--- config.mk ---
export PLATFORM = sky130hd
export DESIGN_NAME = ltc_timing
export DESIGN_NICKNAME = d
export VERILOG_FILES = /design/src/design/ltc_pkg.sv /design/src/design/ltc_sync2.sv /design/src/design/ltc_timing.sv
export SDC_FILE = /design/constraint.sdc
export NUM_CORES = 1
export LEC_CHECK = 0
export BUFFER_PORTS_ARGS = -buffer_cell sky130_fd_sc_hd__buf_2
export CAP_MARGIN = 20
export CORE_AREA = 8 8 346 348
export DETAILED_ROUTE_END_ITERATION = 12
export DIE_AREA = 0 0 354 356
export PLACE_DENSITY = 0.41
export SYNTH_ARGS = -nofsm -noshare
export SYNTH_HDL_FRONTEND = slang
export SYNTH_HIERARCHICAL = 1
export SYNTH_SLANG_ARGS = --single-unit
--- constraint.sdc ---
create_clock -name ref_clk_i -period 15.2 [get_ports ref_clk_i]
set_input_delay 3.04 -clock ref_clk_i [delete_from_list [all_inputs] [get_ports ref_clk_i]]
set_output_delay 3.04 -clock ref_clk_i [all_outputs]
set_load 0.02 [all_outputs]
--- src/design/ltc_pkg.sv ---
// constants and state layout for the display timing and drive control block
package ltc_pkg;
	localparam int ADDR_W = 8;
	localparam int DATA_W = 32;
	localparam logic [7:0] OFS_CTRL = 8'h00;
	localparam logic [7:0] OFS_POWER = 8'h04;
	localparam logic [7:0] OFS_CONTRAST = 8'h08;
	localparam logic [7:0] OFS_RATIO = 8'h0C;
	localparam logic [7:0] OFS_LINE_REV = 8'h10;
	localparam logic [7:0] OFS_STATUS = 8'h14;
	// control register bit positions
	localparam int CTRL_MASTER = 0;
	localparam int CTRL_OSC_SEL = 1;
	localparam int CTRL_OSC_ON = 2;
	localparam int CTRL_ROW_REV = 3;
	localparam int CTRL_DISP_ON = 4;
	localparam int CTRL_LREV_EN = 5;
	localparam int CTRL_START_LSB = 8;
	localparam int CTRL_W = 6;
	localparam int START_W = 6;
	localparam int PWR_PUMP = 2;
	localparam int PWR_REG = 1;
	localparam int PWR_FOLLOW = 0;
	localparam int PWR_W = 3;
	localparam int CONTRAST_W = 6;
	localparam int RATIO_W = 3;
	localparam int LREV_W = 6;
	localparam logic [5:0] CONTRAST_MAX = 6'h3F;
	localparam logic [5:0] CTRL_RESET = 6'h00;
	localparam logic [2:0] PWR_RESET = 3'h0;
	localparam logic [5:0] CONTRAST_RESET = 6'h00;
	localparam logic [2:0] RATIO_RESET = 3'h0;
	localparam logic [5:0] LREV_RESET = 6'h00;
	// scan geometry
	localparam int LINES = 65;
	localparam int ROWS = 65;
	localparam int COLS = 224;
	localparam int LINE_W = 7;
	localparam logic [6:0] LAST_LINE = 7'h40;
	localparam logic [6:0] HALF_LINES = 7'h21;
	localparam logic [6:0] TOP_ROW = 7'h3F;
	// internal oscillator line period
	localparam int CLK_HZ = 40_000_000;
	localparam int LINE_PERIOD_NS = 10_000;
	localparam int LINE_CYC = (LINE_PERIOD_NS * (CLK_HZ / 1_000_000) + 999) / 1000;
	localparam int DIV_W = 16;
	localparam logic [15:0] DIV_LAST = 16'(LINE_CYC - 1);
	localparam logic [15:0] DIV_HALF = 16'(LINE_CYC / 2);
	localparam int PIN_N = 4;
	localparam int PIN_POL = 0;
	localparam int PIN_SYNC = 1;
	localparam int PIN_TICK = 2;
	localparam int PIN_BLANK = 3;

	typedef struct packed {
		logic [CTRL_W-1:0] ctrl;
		logic [START_W-1:0] start_line;
		logic [PWR_W-1:0] power;
		logic [CONTRAST_W-1:0] contrast;
		logic [RATIO_W-1:0] ratio;
		logic [LREV_W-1:0] lrev;
		logic [DIV_W-1:0] div;
		logic [LINE_W-1:0] line;
		logic [LREV_W-1:0] lrev_pos;
		logic lrev_act;
		logic pol;
		logic tick_prev;
		logic sync_prev;
		logic [LINE_W-1:0] scan_addr;
		logic [2*COLS-1:0] column_driver_outputs;
		logic [2*ROWS-1:0] row_driver_outputs;
		logic [DATA_W-1:0] rdata;
	} ltc_state_t;
endpackage

--- src/design/ltc_sync2.sv ---
// two-flop synchroniser for the shared timing pins
`timescale 1ns/1ps
`default_nettype none
module ltc_sync2 #(
	parameter int W = 1
) (
	input wire logic ref_clk_i,
	input wire logic rst_i,
	input wire logic [W-1:0] async_i,
	output logic [W-1:0] sync_o
);
	logic [W-1:0] meta_q;
	logic [W-1:0] sync_q;
	always_ff @(posedge ref_clk_i or posedge rst_i)
	begin
		if (rst_i)
		begin
			meta_q <= '0;
			sync_q <= '0;
		end
		else
		begin
			meta_q <= async_i;
			sync_q <= meta_q;
		end
	end
	assign sync_o = sync_q;
endmodule
`default_nettype wire

--- src/design/ltc_timing.sv ---
// display timing generator, row scan, polarity, pin direction and power/contrast control
// How it works
// - line ticks latch row data to columns
// - scan read port separate from host
// - row timing, polarity, sync from clock
// - polarity toggles every frame by default
// - line mode: invert every m+1 lines
// - master sync high half frame
// - slave realigns line counter on sync
// - master sources three timing signals, the line tick as a fourth only with oscillator select
// - pin directions follow master, oscillator select
// - row order normal up, reversed down
// - each output picks one of four levels
// - drive voltage enables only as master
// - three power enable bits pump/regulator/follower
// - six-bit contrast register, 64 steps
// - coefficient equals 63 minus contrast
// - three-bit ratio register, own write
// - oscillator runs only master with select
// - 65 lines per frame from start
`timescale 1ns/1ps
`default_nettype none
module ltc_timing (
	input wire logic ref_clk_i,
	input wire logic rst_i,
	input wire logic [7:0] addr_i,
	input wire logic [31:0] wdata_i,
	input wire logic wr_i,
	input wire logic rd_i,
	output logic [31:0] rdata_o,
	output logic [6:0] scan_addr_o,
	input wire logic [223:0] scan_data_i,
	output logic [447:0] column_driver_outputs_o,
	output logic [129:0] row_driver_outputs_o,
	input wire logic ac_polarity_i,
	output logic ac_polarity_o,
	output logic ac_polarity_oe_o,
	input wire logic sync_i,
	output logic sync_o,
	output logic sync_oe_o,
	input wire logic line_tick_pin_i,
	output logic line_tick_pin_o,
	output logic line_tick_pin_oe_o,
	input wire logic display_blank_line_i,
	output logic display_blank_line_o,
	output logic display_blank_line_oe_o,
	output logic osc_run_o,
	output logic pump_en_o,
	output logic regulator_en_o,
	output logic follower_en_o,
	output logic [5:0] contrast_coef_o,
	output logic [2:0] ratio_o
);
	ltc_pkg::ltc_state_t s_q;
	ltc_pkg::ltc_state_t s_d;
	logic [ltc_pkg::PIN_N-1:0] pins_raw;
	logic [ltc_pkg::PIN_N-1:0] pins_s;
	logic master;
	logic osc_mode;
	logic tick;
	logic frame_end;
	logic sync_rise;
	logic blank;
	logic pol_now;
	logic [6:0] row;
	logic [6:0] next_line;
	logic [6:0] addr_sum;

	assign pins_raw = {display_blank_line_i, line_tick_pin_i, sync_i, ac_polarity_i};

	// pin levels from outside the clock domain
	ltc_sync2 #(
		.W(ltc_pkg::PIN_N)
	) u_pin_sync (
		.ref_clk_i(ref_clk_i),
		.rst_i(rst_i),
		.async_i(pins_raw),
		.sync_o(pins_s)
	);

	assign master = s_q.ctrl[ltc_pkg::CTRL_MASTER];
	// internal oscillator only as master with source selected
	assign osc_mode = master & s_q.ctrl[ltc_pkg::CTRL_OSC_SEL];
	assign sync_rise = pins_s[ltc_pkg::PIN_SYNC] & ~s_q.sync_prev;
	assign frame_end = tick & (s_q.line == ltc_pkg::LAST_LINE);
	// slave follows master's blank line, master drives its own
	assign blank = master ? ~s_q.ctrl[ltc_pkg::CTRL_DISP_ON] :
		pins_s[ltc_pkg::PIN_BLANK];
	assign pol_now = master ? s_q.pol : pins_s[ltc_pkg::PIN_POL];
	// row 64 is the indicator row and is never mirrored
	assign row = (s_q.ctrl[ltc_pkg::CTRL_ROW_REV] && s_q.line != ltc_pkg::LAST_LINE) ?
		(ltc_pkg::TOP_ROW - s_q.line) : s_q.line;
	assign next_line = (s_q.line == ltc_pkg::LAST_LINE) ? 7'h00 : (s_q.line + 7'h01);
	assign addr_sum = 7'(s_q.start_line) + next_line;

	always_comb
	begin
		s_d = s_q;
		tick = 1'b0;
		s_d.tick_prev = pins_s[ltc_pkg::PIN_TICK];
		s_d.sync_prev = pins_s[ltc_pkg::PIN_SYNC];
		// line tick: own divider or edge on the line tick pin
		if (osc_mode)
		begin
			if (s_q.ctrl[ltc_pkg::CTRL_OSC_ON])
			begin
				if (s_q.div == ltc_pkg::DIV_LAST)
				begin
					s_d.div = '0;
					tick = 1'b1;
				end
				else
				begin
					s_d.div = s_q.div + 16'h0001;
				end
			end
		end
		else
		begin
			s_d.div = '0;
			tick = pins_s[ltc_pkg::PIN_TICK] & ~s_q.tick_prev;
		end

		if (tick)
		begin
			// latch the row fetched during the last line period
			for (int c = 0; c < ltc_pkg::COLS; c++)
			begin
				s_d.column_driver_outputs[2*c +: 2] = {pol_now, scan_data_i[c] & ~blank};
			end
			for (int r = 0; r < ltc_pkg::ROWS; r++)
			begin
				s_d.row_driver_outputs[2*r +: 2] = {pol_now, (7'(r) == row) & ~blank};
			end
			s_d.line = next_line;
			// wrap the start-relative address inside the 65-line area
			s_d.scan_addr = (addr_sum > ltc_pkg::LAST_LINE) ?
				(addr_sum - 7'(ltc_pkg::LINES)) : addr_sum;
			if (s_q.lrev_act)
			begin
				if (s_q.lrev_pos == s_q.lrev)
				begin
					s_d.lrev_pos = '0;
					s_d.pol = ~s_q.pol;
				end
				else
				begin
					s_d.lrev_pos = s_q.lrev_pos + 6'h01;
				end
			end
			else if (frame_end)
			begin
				s_d.pol = ~s_q.pol;
			end
			if (frame_end)
			begin
				// mode changes take hold only between frames
				s_d.lrev_act = s_q.ctrl[ltc_pkg::CTRL_LREV_EN];
				s_d.lrev_pos = '0;
			end
		end

		// slave: master's sync rise marks frame start
		if (!master && sync_rise)
		begin
			s_d.line = '0;
			s_d.scan_addr = 7'(s_q.start_line);
			s_d.lrev_pos = '0;
		end

		// register writes hold until rewritten
		if (wr_i)
		begin
			unique case (addr_i)
				ltc_pkg::OFS_CTRL:
				begin
					s_d.ctrl = wdata_i[ltc_pkg::CTRL_W-1:0];
					s_d.start_line = wdata_i[ltc_pkg::CTRL_START_LSB +: ltc_pkg::START_W];
				end
				ltc_pkg::OFS_POWER: s_d.power = wdata_i[ltc_pkg::PWR_W-1:0];
				ltc_pkg::OFS_CONTRAST: s_d.contrast = wdata_i[ltc_pkg::CONTRAST_W-1:0];
				ltc_pkg::OFS_RATIO: s_d.ratio = wdata_i[ltc_pkg::RATIO_W-1:0];
				ltc_pkg::OFS_LINE_REV: s_d.lrev = wdata_i[ltc_pkg::LREV_W-1:0];
				default:
				begin
				end
			endcase
		end

		s_d.rdata = '0;
		if (rd_i)
		begin
			unique case (addr_i)
				ltc_pkg::OFS_CTRL:
				begin
					s_d.rdata[ltc_pkg::CTRL_W-1:0] = s_q.ctrl;
					s_d.rdata[ltc_pkg::CTRL_START_LSB +: ltc_pkg::START_W] = s_q.start_line;
				end
				ltc_pkg::OFS_POWER: s_d.rdata[ltc_pkg::PWR_W-1:0] = s_q.power;
				ltc_pkg::OFS_CONTRAST: s_d.rdata[ltc_pkg::CONTRAST_W-1:0] = s_q.contrast;
				ltc_pkg::OFS_RATIO: s_d.rdata[ltc_pkg::RATIO_W-1:0] = s_q.ratio;
				ltc_pkg::OFS_LINE_REV: s_d.rdata[ltc_pkg::LREV_W-1:0] = s_q.lrev;
				ltc_pkg::OFS_STATUS:
				begin
					s_d.rdata[6:0] = s_q.line;
					s_d.rdata[8] = pol_now;
					s_d.rdata[9] = s_q.lrev_act;
					s_d.rdata[10] = blank;
					s_d.rdata[22:16] = s_q.scan_addr;
				end
				default:
				begin
				end
			endcase
		end
	end

	always_ff @(posedge ref_clk_i or posedge rst_i)
	begin
		if (rst_i)
		begin
			s_q <= '0;
		end
		else
		begin
			s_q <= s_d;
		end
	end

	assign rdata_o = s_q.rdata;
	assign scan_addr_o = s_q.scan_addr;
	assign column_driver_outputs_o = s_q.column_driver_outputs;
	assign row_driver_outputs_o = s_q.row_driver_outputs;

	// pin directions and master-side levels
	assign ac_polarity_oe_o = master;
	assign sync_oe_o = master;
	assign display_blank_line_oe_o = master;
	assign line_tick_pin_oe_o = osc_mode;
	assign ac_polarity_o = master & s_q.pol;
	// sync high for first 33 of 65 lines, near half duty
	assign sync_o = master & (s_q.line < ltc_pkg::HALF_LINES);
	assign line_tick_pin_o = osc_mode & (s_q.div < ltc_pkg::DIV_HALF);
	assign display_blank_line_o = master & ~s_q.ctrl[ltc_pkg::CTRL_DISP_ON];
	assign osc_run_o = osc_mode & s_q.ctrl[ltc_pkg::CTRL_OSC_ON];

	// supply generation is inert on a slave
	assign pump_en_o = master & s_q.power[ltc_pkg::PWR_PUMP];
	assign regulator_en_o = master & s_q.power[ltc_pkg::PWR_REG];
	assign follower_en_o = master & s_q.power[ltc_pkg::PWR_FOLLOW];
	assign contrast_coef_o = ltc_pkg::CONTRAST_MAX - s_q.contrast;
	assign ratio_o = s_q.ratio;
endmodule
`default_nettype wire

---- Word level (Yosys, flattened, before mapping) ----
Cells that the tools add are included.
storage, ports and cells
  flip-flop bits (word level) ............. 676
  input bits .............................. 272
  logic and storage cells ................. 456
operators by class
  add/sub/neg operators ................... 7
  $lt $le $gt $ge ......................... 3
  equality and inequality tests ........... 75
  multiplexer cells ....................... 30
  bitwise logic cells ..................... 306
  reductions and logical operators ........ 16
operators by type and width
  operator                 number
  $mux W585                1
  $and A1 B1 Y1            301
  $eq A6 B7 Y1 const A     32
  $eq A5 B7 Y1 const A     16
  $eq A4 B7 Y1 const A     8
  $mux W7                  8
  $mux W16                 3
  $eq A3 B7 Y1 const A     4
  $mux W6                  3
  $pmux W3 S6              1
  $add A16 B1 Y16 const B  1
  $eq A16 B9 Y1 const B    1
  $eq A8 B4 Y1 const B     2
  $eq A8 B5 Y1 const B     2
  $lt A16 B8 Y1 const B    1
  $mux W15                 1
  $eq A2 B7 Y1 const A     2
  $reduce_and A2 Y1        7
  $mux W13                 1
  $pmux W3 S4              1
  $mux W1                  9
  $eq A8 B3 Y1 const B     1
  $logic_not A8 Y1         1
  $add A6 B7 Y7            1
  23 further kinds         29

---- Logic depth before layout (Yosys ltp) ----
Gate-level depths: netlist of the first run.
  word-level depth ........................ 9
  gate-level depth with buffers ........... 16
  gate-level depth less buffers ........... 15

---- By module ----
Netlist of the first run, hierarchy kept.
by module, submodules not included
  module      instances  cells an instance  area each (um2)
  ltc_timing  1          2,342              20,852.5
  ltc_sync2   1          9                  203.9

---- Worst setup path after synthesis of the first run ----
OpenSTA, ideal clock, no wires.
  path type ............................... flip-flop to output port
  start ................................... register column_driver_outputs_o[445] (netlist name)
  end ..................................... output port column_driver_outputs_o[101]
  arrival ................................. 5.281 ns
  data required time ...................... 12.160 ns
  slack ................................... 6.879 ns
  stages on the path, launching flop included .. 2
  cell sequence ........................... dfrtp_1 > buf_4
RTL lines
  what              RTL line          RTL
  end: declaration  ltc_timing.sv:33  output logic [447:0] column_driver_outputs_o,

==> results of run 1 <==
## final cells by class
cell class | instances | area [um^2]
Antenna cell | 14 | 35.0
Clock buffer | 73 | 1450
Clock inverter | 15 | 194
Fill cell | 12760 | 89800
Inverter | 22 | 90.1
Multi-Input combinational cell | 1224 | 6170
Sequential cell | 388 | 9710
Tap cell | 1512 | 1890
Timing Repair Buffer | 895 | 4560
## worst register-to-register path, cell delays in order, from the launching register on
cell,delay [ns]
dfrtp_1,0.54
nand2_1,0.33
inv_1,0.09
nand2_1,0.14
clkinv_1,0.37
a21oi_4,0.45
buf_4,0.71
buf_4,0.96
and3_1,0.30
a21oi_1,0.04
o21ai_0,0.10
## sequential cells by signal (all words and copies together) (netlist names)
name                     cells
u_pin_sync/sync_o            4
row_driver_outputs_o        65
s_q                         59
rdata_o                     20
ratio_o                      3
ac_polarity_oe_o             1
scan_addr_o                  7
u_pin_sync/meta_q            4
column_driver_outputs_o    225
## final timing paths
kind / startpoint / to / slack [ns] / cells past startpoint
max in group asynchronous: rst_i / column_driver_outputs_o[52] / 10.40 / 4
min in group asynchronous: rst_i / u_pin_sync/meta_q[3] / 2.47 / 2
min: u_pin_sync/meta_q[3] / u_pin_sync/sync_o[3] / 0.35 / 0
max reg2reg: ac_polarity_oe_o / scan_addr_o[3] / 11.08 / 10
min reg2reg: u_pin_sync/meta_q[3] / u_pin_sync/sync_o[3] / 0.35 / 0
max: column_driver_outputs_o[445] / column_driver_outputs_o[405] / 9.69 / 3
## cell usage in the layout, fill, tap and decap left out, drive strengths merged, types with 3 or more instances in the layout
| cell type | count |
|---|---|
| buf | 895 |
| nand2 | 588 |
| dfrtp | 388 |
| nand3 | 253 |
| o21ai | 102 |
| clkbuf | 73 |
| nor2 | 45 |
| mux2 | 33 |
| a21oi | 29 |
| inv | 21 |
| and3 | 20 |
| xor2 | 15 |
| nor3 | 15 |
| diode | 14 |
| xnor2 | 13 |
| conb | 12 |
| ha | 11 |
| and2 | 10 |
| clkinv | 9 |
| mux2i | 7 |
| a22oi | 7 |
| nand2b | 5 |
| or3 | 4 |
| bufinv | 4 |
| nor4 | 3 |
| and4 | 3 |
| o22ai | 3 |
| nand3b | 3 |
| clkinvlp | 3 |
| nand4 | 3 |
| or4 | 3 |
| o2111ai | 3 |
## metrics by stage
stage	power, mW	worst slack, ns	instances	hold slack, ns
after floorplan	1.85	1.60	2362	0.331
after global placement	1.86	9.54	4040	0.335
after detailed placement	1.86	9.56	4040	0.336
after CTS	3.10	9.18	4128	0.347
after global routing	3.18	9.44	4138	0.364
final	3.03	9.69	4143	0.348
## synth_stat cells, types with 11 or more instances
| cell type | count |
|---|---|
| nand3_1 | 252 |
| xor2_1 | 15 |
| ha_1 | 11 |
| dfrtp_1 | 388 |
| o21ai_0 | 90 |
| nor2_1 | 45 |
| nand2_1 | 586 |
| xnor2_1 | 12 |
| nor3_1 | 11 |
| mux2_2 | 33 |
| inv_1 | 21 |
| and3_1 | 20 |
| a21oi_1 | 29 |
| buf_4 | 640 |
| buf_1 | 11 |
| o21ai_1 | 11 |
| clkbuf_1 | 49 |
| buf_2 | 28 |
## power groups by stage
stage	combinational, mW	clock [mW]	sequential, mW
4_1_cts	0.677	1.25	1.16
5_1_grt	0.715	1.29	1.17
3_3_place_gp	0.678	0	1.18
2_1_floorplan	0.669	0	1.18
6_report	0.659	1.20	1.16
3_5_place_dp	0.676	0	1.18
## per-layer routing
metal | track usage | share of wire
met5 | 0 | 0.00040
met4 | 0.0349 | 0.020
met3 | 0.0345 | 0.071
met2 | 0.189 | 0.47
met1 | 0.154 | 0.43
## cells by family (layout without fill, tap and decap cells)
| family | after synthesis | count (layout) | share of synthesized area |
|---|---|---|---|
| AOI/OAI and AO/OA | 165 | 165 | 0.0458 |
| other | 1 | 26 | 0.000178 |
| xor gates and xnor gates | 28 | 28 | 0.0120 |
| and+or+nand+nor | 965 | 965 | 0.201 |
| DFF | 388 | 388 | 0.461 |
| adders and majority gates | 12 | 12 | 0.00749 |
| buffers and inverters | 750 | 1005 | 0.249 |
| muxes | 42 | 42 | 0.0231 |
==> metrics.md, run 1 <==
| Metric | Value |
|---|---|
| Largest delay share family, worst path | `buffers and inverters` |
| Sw frac | `0.333` |
| Sequential share of power | `0.384` |
| Clock skew | `0.0307 ns` |
| Synth top area share | `0.461` |
| Synth Area per Inst | `between 8 and 9 um^2` |
| Pin count of the biggest net entering global routing | `~210` |
| WS Path Type | `flop to output port` |
| Combinational share of power | `0.218` |
| Die footprint | `126,000 um^2` |
| Hold Crit Class | `flop to flop` |
| Die width | `between 300 and 400 um` |
| Post-route cell area | `approximately 24,000 um^2` |
| Reg clk slew, reported paths | `about 0.06 ns` |
| Hold buffers post-CTS | `0` |
| DP Area | `22,400 um^2` |
| CP arrival | `2.47 ns` |
| Detail Placement HPWL | `between 60,000 and 70,000 um` |
| Total core area | `114,000 um^2` |
| GP Congestion | `just under 0.8` |
| PD cells | `around 130 nW/um^2` |
| F_max | `~180 MHz` |
| Port-buffer cells | `approximately 880` |
| Chip Height | `356 um` |
| Required @ worst endpoint | `about 12 ns` |
| WL/cell | `19.4 um` |
| Nets | `between 2,000 and 3,000` |
| Leading area contributor after synthesis | `dfrtp_1` |
| Count of max-cap constraint violations | `0` |
| GRT overflow | `0` |
| Placement Rows | `approximately 120` |
| Worst-Skew Late Latency | `a little over 0.6 ns` |
| CP startpoint kind | `flop` |
| Crit end category | `output port` |
| I/O pins | `around 900` |
| Synth unique cells | `between 60 and 70` |
| Max-slew violations | `0` |
| Gr usage total | `0.118` |
| Residual DRC | `0` |
| CP peak stage delay | `about 0.78 ns` |
| H-tree levels | `2` |
| Root buffer cell | `clkbuf_16` |
| Clk buf depth | `3` |
| Initial antenna violation count | `27` |
| Synth Flop Type | `dfrtp_1` |
| Routed Wire Length | `approximately 80,000 um` |
| Fin crit share | `0.363` |
| Final core utilization | `0.212` |
| Crit Path Max Fanout | `173` |
| Share of cells above drive strength 1 | `0.394` |
| Slowest CP cell | `dfrtp_4` |
| Post-synth EDFFs | `0` |
| DR vias | `15,709` |
| Rel. slew slack | `0.302` |
| Slew @ Worst Pin | `about 1.0 ns` |
| Max VDD drop | `around 0.065 mV` |
| Fin crit period | `around 5.5 ns` |
| CTS tree | `yes` |
| Pint | `between 2 and 2.5 mW` |
| Final Hold Fails | `0` |
| Psw | `approximately 1 mW` |
| Final setup vio count | `0` |
| Post-DRT Antenna Nets | `0` |
| Mapped Cells | `about 2,400` |
| Syn. warnings | `6` |
| TritonCTS Sinks | `388` |
| Top cells by area, synth | `dfrtp_1 46%, buf_4 23%, nand2_1 10%, nand3_1 6.0%, o21ai_0 2.1%` |
| Post-synthesis register bit count | `around 390` |
| Starting Density | `0.185` |
| Static leakage | `12.9 nW` |
| First-pass GRT wire length | `about 110,000 um` |
| RSZ-0062 raised after global routing | `false` |
| Share of async-settable or async-resettable flops after synthesis | `1.00` |
| # Post-CTS Setup Buffers | `0` |
| Vias per cell | `3.79` |
| Setup tns final | `0 ns` |
| Outcome | `complete, no violations` |
| Vias in the first global route | `~16,000` |
| Crit path cell chain | `buf_4, buf_16, buf_2` |
| First-pass iteration count of the detailed router | `5` |
| Area growth, synth to finish | `14.4%` |
| Post-synthesis sequential area ratio | `0.461` |
| Initial drt markers | `1,089` |
| Total CTS buffers | `48` |
| Mapped Area | `~21,000 um^2` |
| WP buf/inv | `3` |
| Clock power share | `0.398` |
| Post-CTS sizing | `0` |
Note: power is estimated with default switching activity, not from simulation.
==> run 2: changes to the inputs <==
Settings changed: ABC_AREA set to 1, CORE_AREA 8 8 346 348 to 8 8 352 354, DIE_AREA 0 0 354 356 to 0 0 360 362, PLACE_DENSITY 0.41 to 0.4.
Clock period 15.2 ns to 5.25 ns, I/O delays scaled along.
==> metrics.md, run 2 <==
| Metric | Value |
|---|---|
| Slowest CP cell | `fa_1` |
| Fin crit period | `3.36 ns` |
| Post-synthesis sequential area ratio | `0.472` |
| Most common library cell in the layout ignoring fill and taps | `buf_2` |
| # Post-CTS Setup Buffers | `0` |
| Crit end category | `flop` |
| Vias in the first global route | `between 15,000 and 20,000` |
| Rel. slew slack | `0.459` |
| Multi-input logic area | `5380 um^2` |
| Hold buffers post-CTS | `0` |
| GRT overflow | `0` |
| Fin crit share | `0.640` |
| Clk buf depth | `3` |
| Reg2reg start | `s_q[627]` |
| R2r endpoint | `scan_addr_o[3]` |
| Gr usage total | `0.114` |
| Top cells by area, synth | `dfrtp_1 47%, buf_4 23%, a22o_1 9.5%, nand2_1 5.8%, inv_1 2.2%` |
| Max VDD drop | `around 0.23 mV` |
| WL/cell | `roughly 20 um` |
| CP startpoint kind | `flop` |
| TritonCTS Sinks | `388` |
| Vias per cell | `around 3.7` |
| Die width | `approximately 360 um` |
| DP Area | `around 22,000 um^2` |
| Required @ worst endpoint | `roughly 5.8 ns` |
| XOR/XNOR Fraction of Synth Area | `0.0135` |
| Setup tns final | `0 ns` |
| CP peak stage delay | `~0.45 ns` |
| Final Hold Fails | `0` |
| Mapped Area | `just over 20,000 um^2` |
| Initial drt markers | `~950` |
| Routed Wire Length | `~79,000 um` |
| DR vias | `14,542` |
| CTS tree | `yes` |
| Worst-Skew Late Latency | `approximately 0.62 ns` |
| Post-CTS sizing | `0` |
| Total core area | `between 100,000 and 150,000 um^2` |
| Starting Density | `0.173` |
| Worst setup margin | `around 1.9 ns` |
| First-pass GRT wire length | `approximately 110,000 um` |
| Mapped Cells | `2,095` |
| RSZ-0062 raised after global routing | `false` |
| Pin count of the biggest net entering global routing | `around 170` |
| Dpl ws | `approximately 1.9 ns` |
| Total CTS buffers | `50` |
| Post-DRT Antenna Nets | `0` |
| Synth Area per Inst | `slightly below 10 um^2` |
| Top-count cell post-synth | `buf_4` |
| Port-buffer cells | `just under 900` |
| Chip Height | `between 300 and 400 um` |
| Largest family of logic cells by synthesized area | `buffers and inverters` |
| Syn. warnings | `6` |
| Timing startpoint of the critical path | `s_q[627]` |
| DP Cell Count | `approximately 3,900` |
| Share of async-settable or async-resettable flops after synthesis | `1.00` |
| Synth unique cells | `43` |
| Crit path depth | `19` |
| Register area | `9710 um^2` |
| GP Congestion | `around 0.8` |
| Outcome | `complete, no violations` |
| Tot Pwr | `~9 mW` |
| CP arrival | `3.87 ns` |
| Crit path cell chain | `inv_1, ha_1, nand4_4, nand2_1, inv_1, ha_1, inv_1, fa_1, ha_1, inv_1, nor2_1, nand3_1, nor2_1, nand2_1, nand2_1, nand2_1, nand2_1, nand2_1, nand2_1` |
| Min-delay src | `u_pin_sync/meta_q[1]` |
| Post-synthesis simple-gate area fraction | `0.116` |
| PD cells | `375 nW/um^2` |
| Largest delay share family, worst path | `simple AND/OR/NAND/NOR gates` |
| Post-synthesis register bit count | `388` |
| Root buffer cell | `clkbuf_16` |
| Finished Layout Cells | `approximately 4,000` |
| Reg clk slew, reported paths | `0.06 ns` |
| H-tree levels | `2` |
| Crit Path Max Fanout | `8` |
| Complex-gate fraction of the synthesized area | `0.122` |
| Count of max-cap constraint violations | `0` |
| Slew @ Worst Pin | `around 0.81 ns` |
| Leading area contributor after synthesis | `dfrtp_1` |
| Post-route cell area | `about 24,000 um^2` |
| Final core utilization | `0.201` |
| WS Path Type | `flop to flop` |
| Max-slew violations | `0` |
| Placement Rows | `approximately 130` |
| Largest register FFs | `approximately 230` |
| Mux cell area share after synthesis | `0` |
| Clock skew | `0.0419 ns` |
| Synth Flop Type | `dfrtp_1` |
| Share of cells above drive strength 1 | `0.431` |
| Area growth, synth to finish | `16.2%` |
| R2R cell count | `19` |
| First-pass iteration count of the detailed router | `4` |
| Synth Area in Adders | `0.00767` |
| Reg2Reg Setup Slack | `1.89 ns` |
| I/O pins | `about 900` |
| Fill cells | `approximately 13,000` |
| Synth top area share | `0.472` |
| Final setup vio count | `0` |
| Detail Placement HPWL | `between 60,000 and 70,000 um` |
| Post-synth EDFFs | `0` |
| Hold Worst Slack | `about 0.34 ns` |
| Nets | `2,647` |
| Hold Crit Class | `flop to flop` |
| Die footprint | `around 130,000 um^2` |
| CP Capture Point | `scan_addr_o[3]` |
| Most frequent CP cell | `nand2_1` |
| F_max | `~300 MHz` |
| Residual DRC | `0` |
| Initial antenna violation count | `24` |
| Synth cell count leaders | `635 x buf_4, 388 x dfrtp_1, 315 x nand2_1` |
| WP buf/inv | `4` |
| Static leakage | `roughly 13 nW` |
| Most frequent cells in the layout | `878 x buf_2, 387 x dfrtp_1, 315 x nand2_1` |
-- run 2: cell count changes in the layout (fill, tap and decap cells not counted), sizes merged, moves of 10 or more --
cell	before	now
a21oi	29	19
a22o	1	224
and2	10	0
and3	20	0
inv	21	121
mux2	33	0
nand2	588	330
nand3	253	87
nor2	45	83
o21ai	102	53
o22ai	3	22
xnor2	13	2
-- run 2: cells by family (layout without fill, tap and decap cells) --
| logic type | Yosys count | in the layout |
|---|---|---|
| buffers and inverters | 812 | 1105 |
| AND/OR/NAND/NOR | 533 | 533 |
| flip-flops | 388 | 388 |
| AO/OA/AOI/OAI | 325 | 325 |
| XOR/XNOR | 24 | 24 |
| adder cells (fa/ha/maj) | 12 | 12 |
| other | 1 | 34 |
-- run 2: report_power, final --
part | total, mW | internal (mW) | switching [mW]
sequential | 3.34 | 3.21 | 0.138
combinational | 2.04 | 0.640 | 1.40
clock | 3.57 | 2.13 | 1.44
-- run 2: worst min path at each step --
| stage | cells past startpoint | to |
|---|---|---|
| floorplan | 0 | u_pin_sync/sync_o[0] |
| global placement | 0 | u_pin_sync/sync_o[1] |
| detailed placement | 0 | u_pin_sync/sync_o[1] |
| CTS | 0 | u_pin_sync/sync_o[1] |
| global route | 0 | u_pin_sync/sync_o[1] |
| finish | 0 | u_pin_sync/sync_o[1] |
-- run 2: worst register-to-register path: stages (launching register included) --
cell and delay (ns):
dfrtp_1 0.44, inv_1 0.27, ha_1 0.27, nand4_4 0.21
nand2_1 0.15, inv_1 0.06, ha_1 0.20, inv_1 0.07
fa_1 0.45, ha_1 0.24, inv_1 0.06, nor2_1 0.04
nand3_1 0.10, nor2_1 0.05, nand2_1 0.20, nand2_1 0.15
nand2_1 0.09, nand2_1 0.05, nand2_1 0.09, nand2_1 0.07
-- run 2: cell type report --
cell class,instances,share of cell area
Sequential cell,388,0.407
Multi-Input combinational cell,906,0.225
Timing Repair Buffer,897,0.194
Tap cell,1548,0.0811
Clock buffer,71,0.0611
Inverter,120,0.0196
Clock inverter,17,0.00953
Antenna cell,22,0.00230
-- run 2: layer usage --
layer / wire length [um] / vias to the layer above / global-route usage / share of wire
met5: 0 / - / 0 / 0
met4: 1930 / 0 / 0.0308 / 0.024
met3: 5700 / 103 / 0.0351 / 0.072
met2: 36300 / 567 / 0.181 / 0.46
met1: 35100 / 7027 / 0.150 / 0.44
li1: - / 6845 / - / -
==> run 3: changes to the inputs <==
Settings changed: ABC_AREA 1 to 0, CORE_AREA 8 8 352 354 to 8 8 346 348, DIE_AREA 0 0 360 362 to 0 0 354 356, PLACE_DENSITY 0.4 to 0.42.
Clock period 5.25 ns to 3.07 ns, I/O delays scaled along.
==> metrics.md, run 3 (synthesized netlist as in run 1, its figures left out) <==
| Metric | Value |
|---|---|
| Max VDD drop | `0.349 mV` |
| PD cells | `roughly 600 nW/um^2` |
| Reg clk slew, reported paths | `around 0.060 ns` |
| Crit path depth | `14` |
| Initial drt markers | `1,113` |
| GRT met3 Usage | `0.0371` |
| Required @ worst endpoint | `between 3 and 4 ns` |
| R2R cell count | `14` |
| Multi-input logic area | `around 6300 um^2` |
| Fin crit share | `1.01` |
| Post-route cell area | `between 20,000 and 30,000 um^2` |
| Crit path cell chain | `inv_4, ha_4, nor4b_4, nor3b_4, nor2_2, ha_2, buf_4, a211oi_4, nor2_1, xor2_1, or4_4, nand2_4, mux2_4, o22ai_2` |
| TritonCTS Sinks | `approximately 390` |
| Routed Wire Length | `around 82,000 um` |
| Most common library cell in the layout ignoring fill and taps | `buf_2` |
| WL/cell | `19.4 um` |
| Register area | `9710 um^2` |
| Final Hold Fails | `0` |
| Chip Height | `356 um` |
| Failing checks | `negative setup slack` |
| Post-DRT Antenna Nets | `0` |
| WP buf/inv | `2` |
| Nets | `2,941` |
| Slowest CP cell | `or4_4` |
| RSZ-0062 raised after global routing | `true` |
| Vias per cell | `3.81` |
| Die footprint | `between 100,000 and 150,000 um^2` |
| Placement Rows | `~120` |
| Final core utilization | `0.220` |
| CP arrival | `3.63 ns` |
| Tot Pwr | `about 15 mW` |
| Starting Density | `0.185` |
| H-tree levels | `2` |
| Hold Crit Class | `primary input to flop` |
| I/O pins | `between 900 and 1,000` |
| Residual DRC | `0` |
| M2 GR Usage | `0.204` |
| CTS tree | `yes` |
| Area growth, synth to finish | `18.8%` |
| Worst-Skew Late Latency | `about 0.60 ns` |
| Final setup vio count | `1` |
| Largest delay share family, worst path | `simple AND/OR/NAND/NOR gates` |
| First-pass iteration count of the detailed router | `7` |
| First-pass GRT wire length | `roughly 120,000 um` |
| Total core area | `~110,000 um^2` |
| GP Congestion | `between 0.8 and 0.9` |
| Fin crit period | `between 3 and 4 ns` |
| Fill cells | `between 10,000 and 15,000` |
| Routing usage on met1 | `0.150` |
| Pin count of the biggest net entering global routing | `around 290` |
| Port-buffer cells | `between 800 and 900` |
| Initial antenna violation count | `25` |
| Root buffer cell | `clkbuf_16` |
| Most frequent cells in the layout | `877 x buf_2, 585 x nand2_1, 387 x dfrtp_1` |
| Outcome | `finished, violations left` |
| Count of max-cap constraint violations | `0` |
| CP peak stage delay | `between 0.5 and 0.6 ns` |
| DP Area | `~23,000 um^2` |
| Die width | `about 350 um` |
| Max-slew violations | `0` |
| Gr usage total | `0.121` |
| GRT Max-Usage Layer | `met2` |
| CP startpoint kind | `flop` |
| Worst setup margin | `-0.0390 ns` |
| GRT overflow | `0` |
| DR vias | `roughly 16,000` |
| Vias in the first global route | `~16,000` |
| Clock skew | `0.0150 ns` |
| Detail Placement HPWL | `about 64,000 um` |
| Largest register FFs | `between 200 and 250` |
| F_max | `between 300 and 400 MHz` |
| Rel. slew slack | `0.423` |
| Static leakage | `13.4 nW` |
| Clk buf depth | `3` |
| Crit Path Max Fanout | `3` |
| Share of cells above drive strength 1 | `0.422` |
| Crit end category | `flop` |
| Hold Worst Slack | `0.159 ns` |
| WHS Path Cells | `1` |
| WS Path Type | `flop to flop` |
| Total CTS buffers | `between 40 and 50` |
| Slew @ Worst Pin | `0.863 ns` |
-- run 3: changes by cell type in the layout (fill, tap and decap cells not counted), moves of 20 or more --
cell / delta
o21ai_0: +34
nand3_1: +169
nor2_1: -21
mux2_2: +32
nand2_1: +270
o22ai_1: -20
a22o_1: -223
inv_1: -99
buf_4: +62
and3_1: +20
-- run 3: worst paths after layout --
check	end	slack, ns	start
min reg2reg	u_pin_sync/sync_o[3]	0.35	u_pin_sync/meta_q[3]
max in group asynchronous	column_driver_outputs_o[54]	1.50	rst_i
min	u_pin_sync/meta_q[3]	0.16	display_blank_line_i
min in group asynchronous	u_pin_sync/sync_o[3]	0.57	rst_i
max reg2reg	scan_addr_o[1]	-0.04	s_q[627]
max	scan_addr_o[1]	-0.04	s_q[627]
-- run 3: cell type report --
type / instances / area share
timing repair buffer: 973 / 0.215
multi-input combinational: 1224 / 0.253
inverter: 22 / 0.00355
tap: 1512 / 0.0756
sequential: 388 / 0.388
antenna: 7 / 0.000700
clock inverter: 15 / 0.00620
clock buffer: 72 / 0.0584
-- run 3: power breakdown --
group	switching [mW]	internal [mW]
Clock	2.37	3.46
Combinational	2.42	1.06
Sequential	0.253	5.49
-- run 3: repair_timing --
action                                 4_1_cts  5_1_grt
endpoints found under the hold margin        8        0
gates resized for setup                      9       14
pin swaps                                    7       12
hold buffers                                 1        0
setup endpoints to repair                    6        8
setup buffers                                4        3
-- run 3: stage by stage --
stage / cells / setup TNS, ns / worst slack (ns)
2_1_floorplan: 2362 / -1825.71 / -2.82
3_3_place_gp: 4111 / -0.227 / -0.0803
3_5_place_dp: 4111 / -0.572 / -0.134
4_1_cts: 4203 / -0.236 / -0.0621
5_1_grt: 4210 / -0.853 / -0.171
6_report: 4213 / -0.0390 / -0.0390
-- run 3: per-layer routing --
layer | up-vias | wire, um
met5 | - | 18
met4 | 4 | 1630
met3 | 99 | 5690
met2 | 577 | 39900
met1 | 7756 | 34200
li1 | 7603 | -
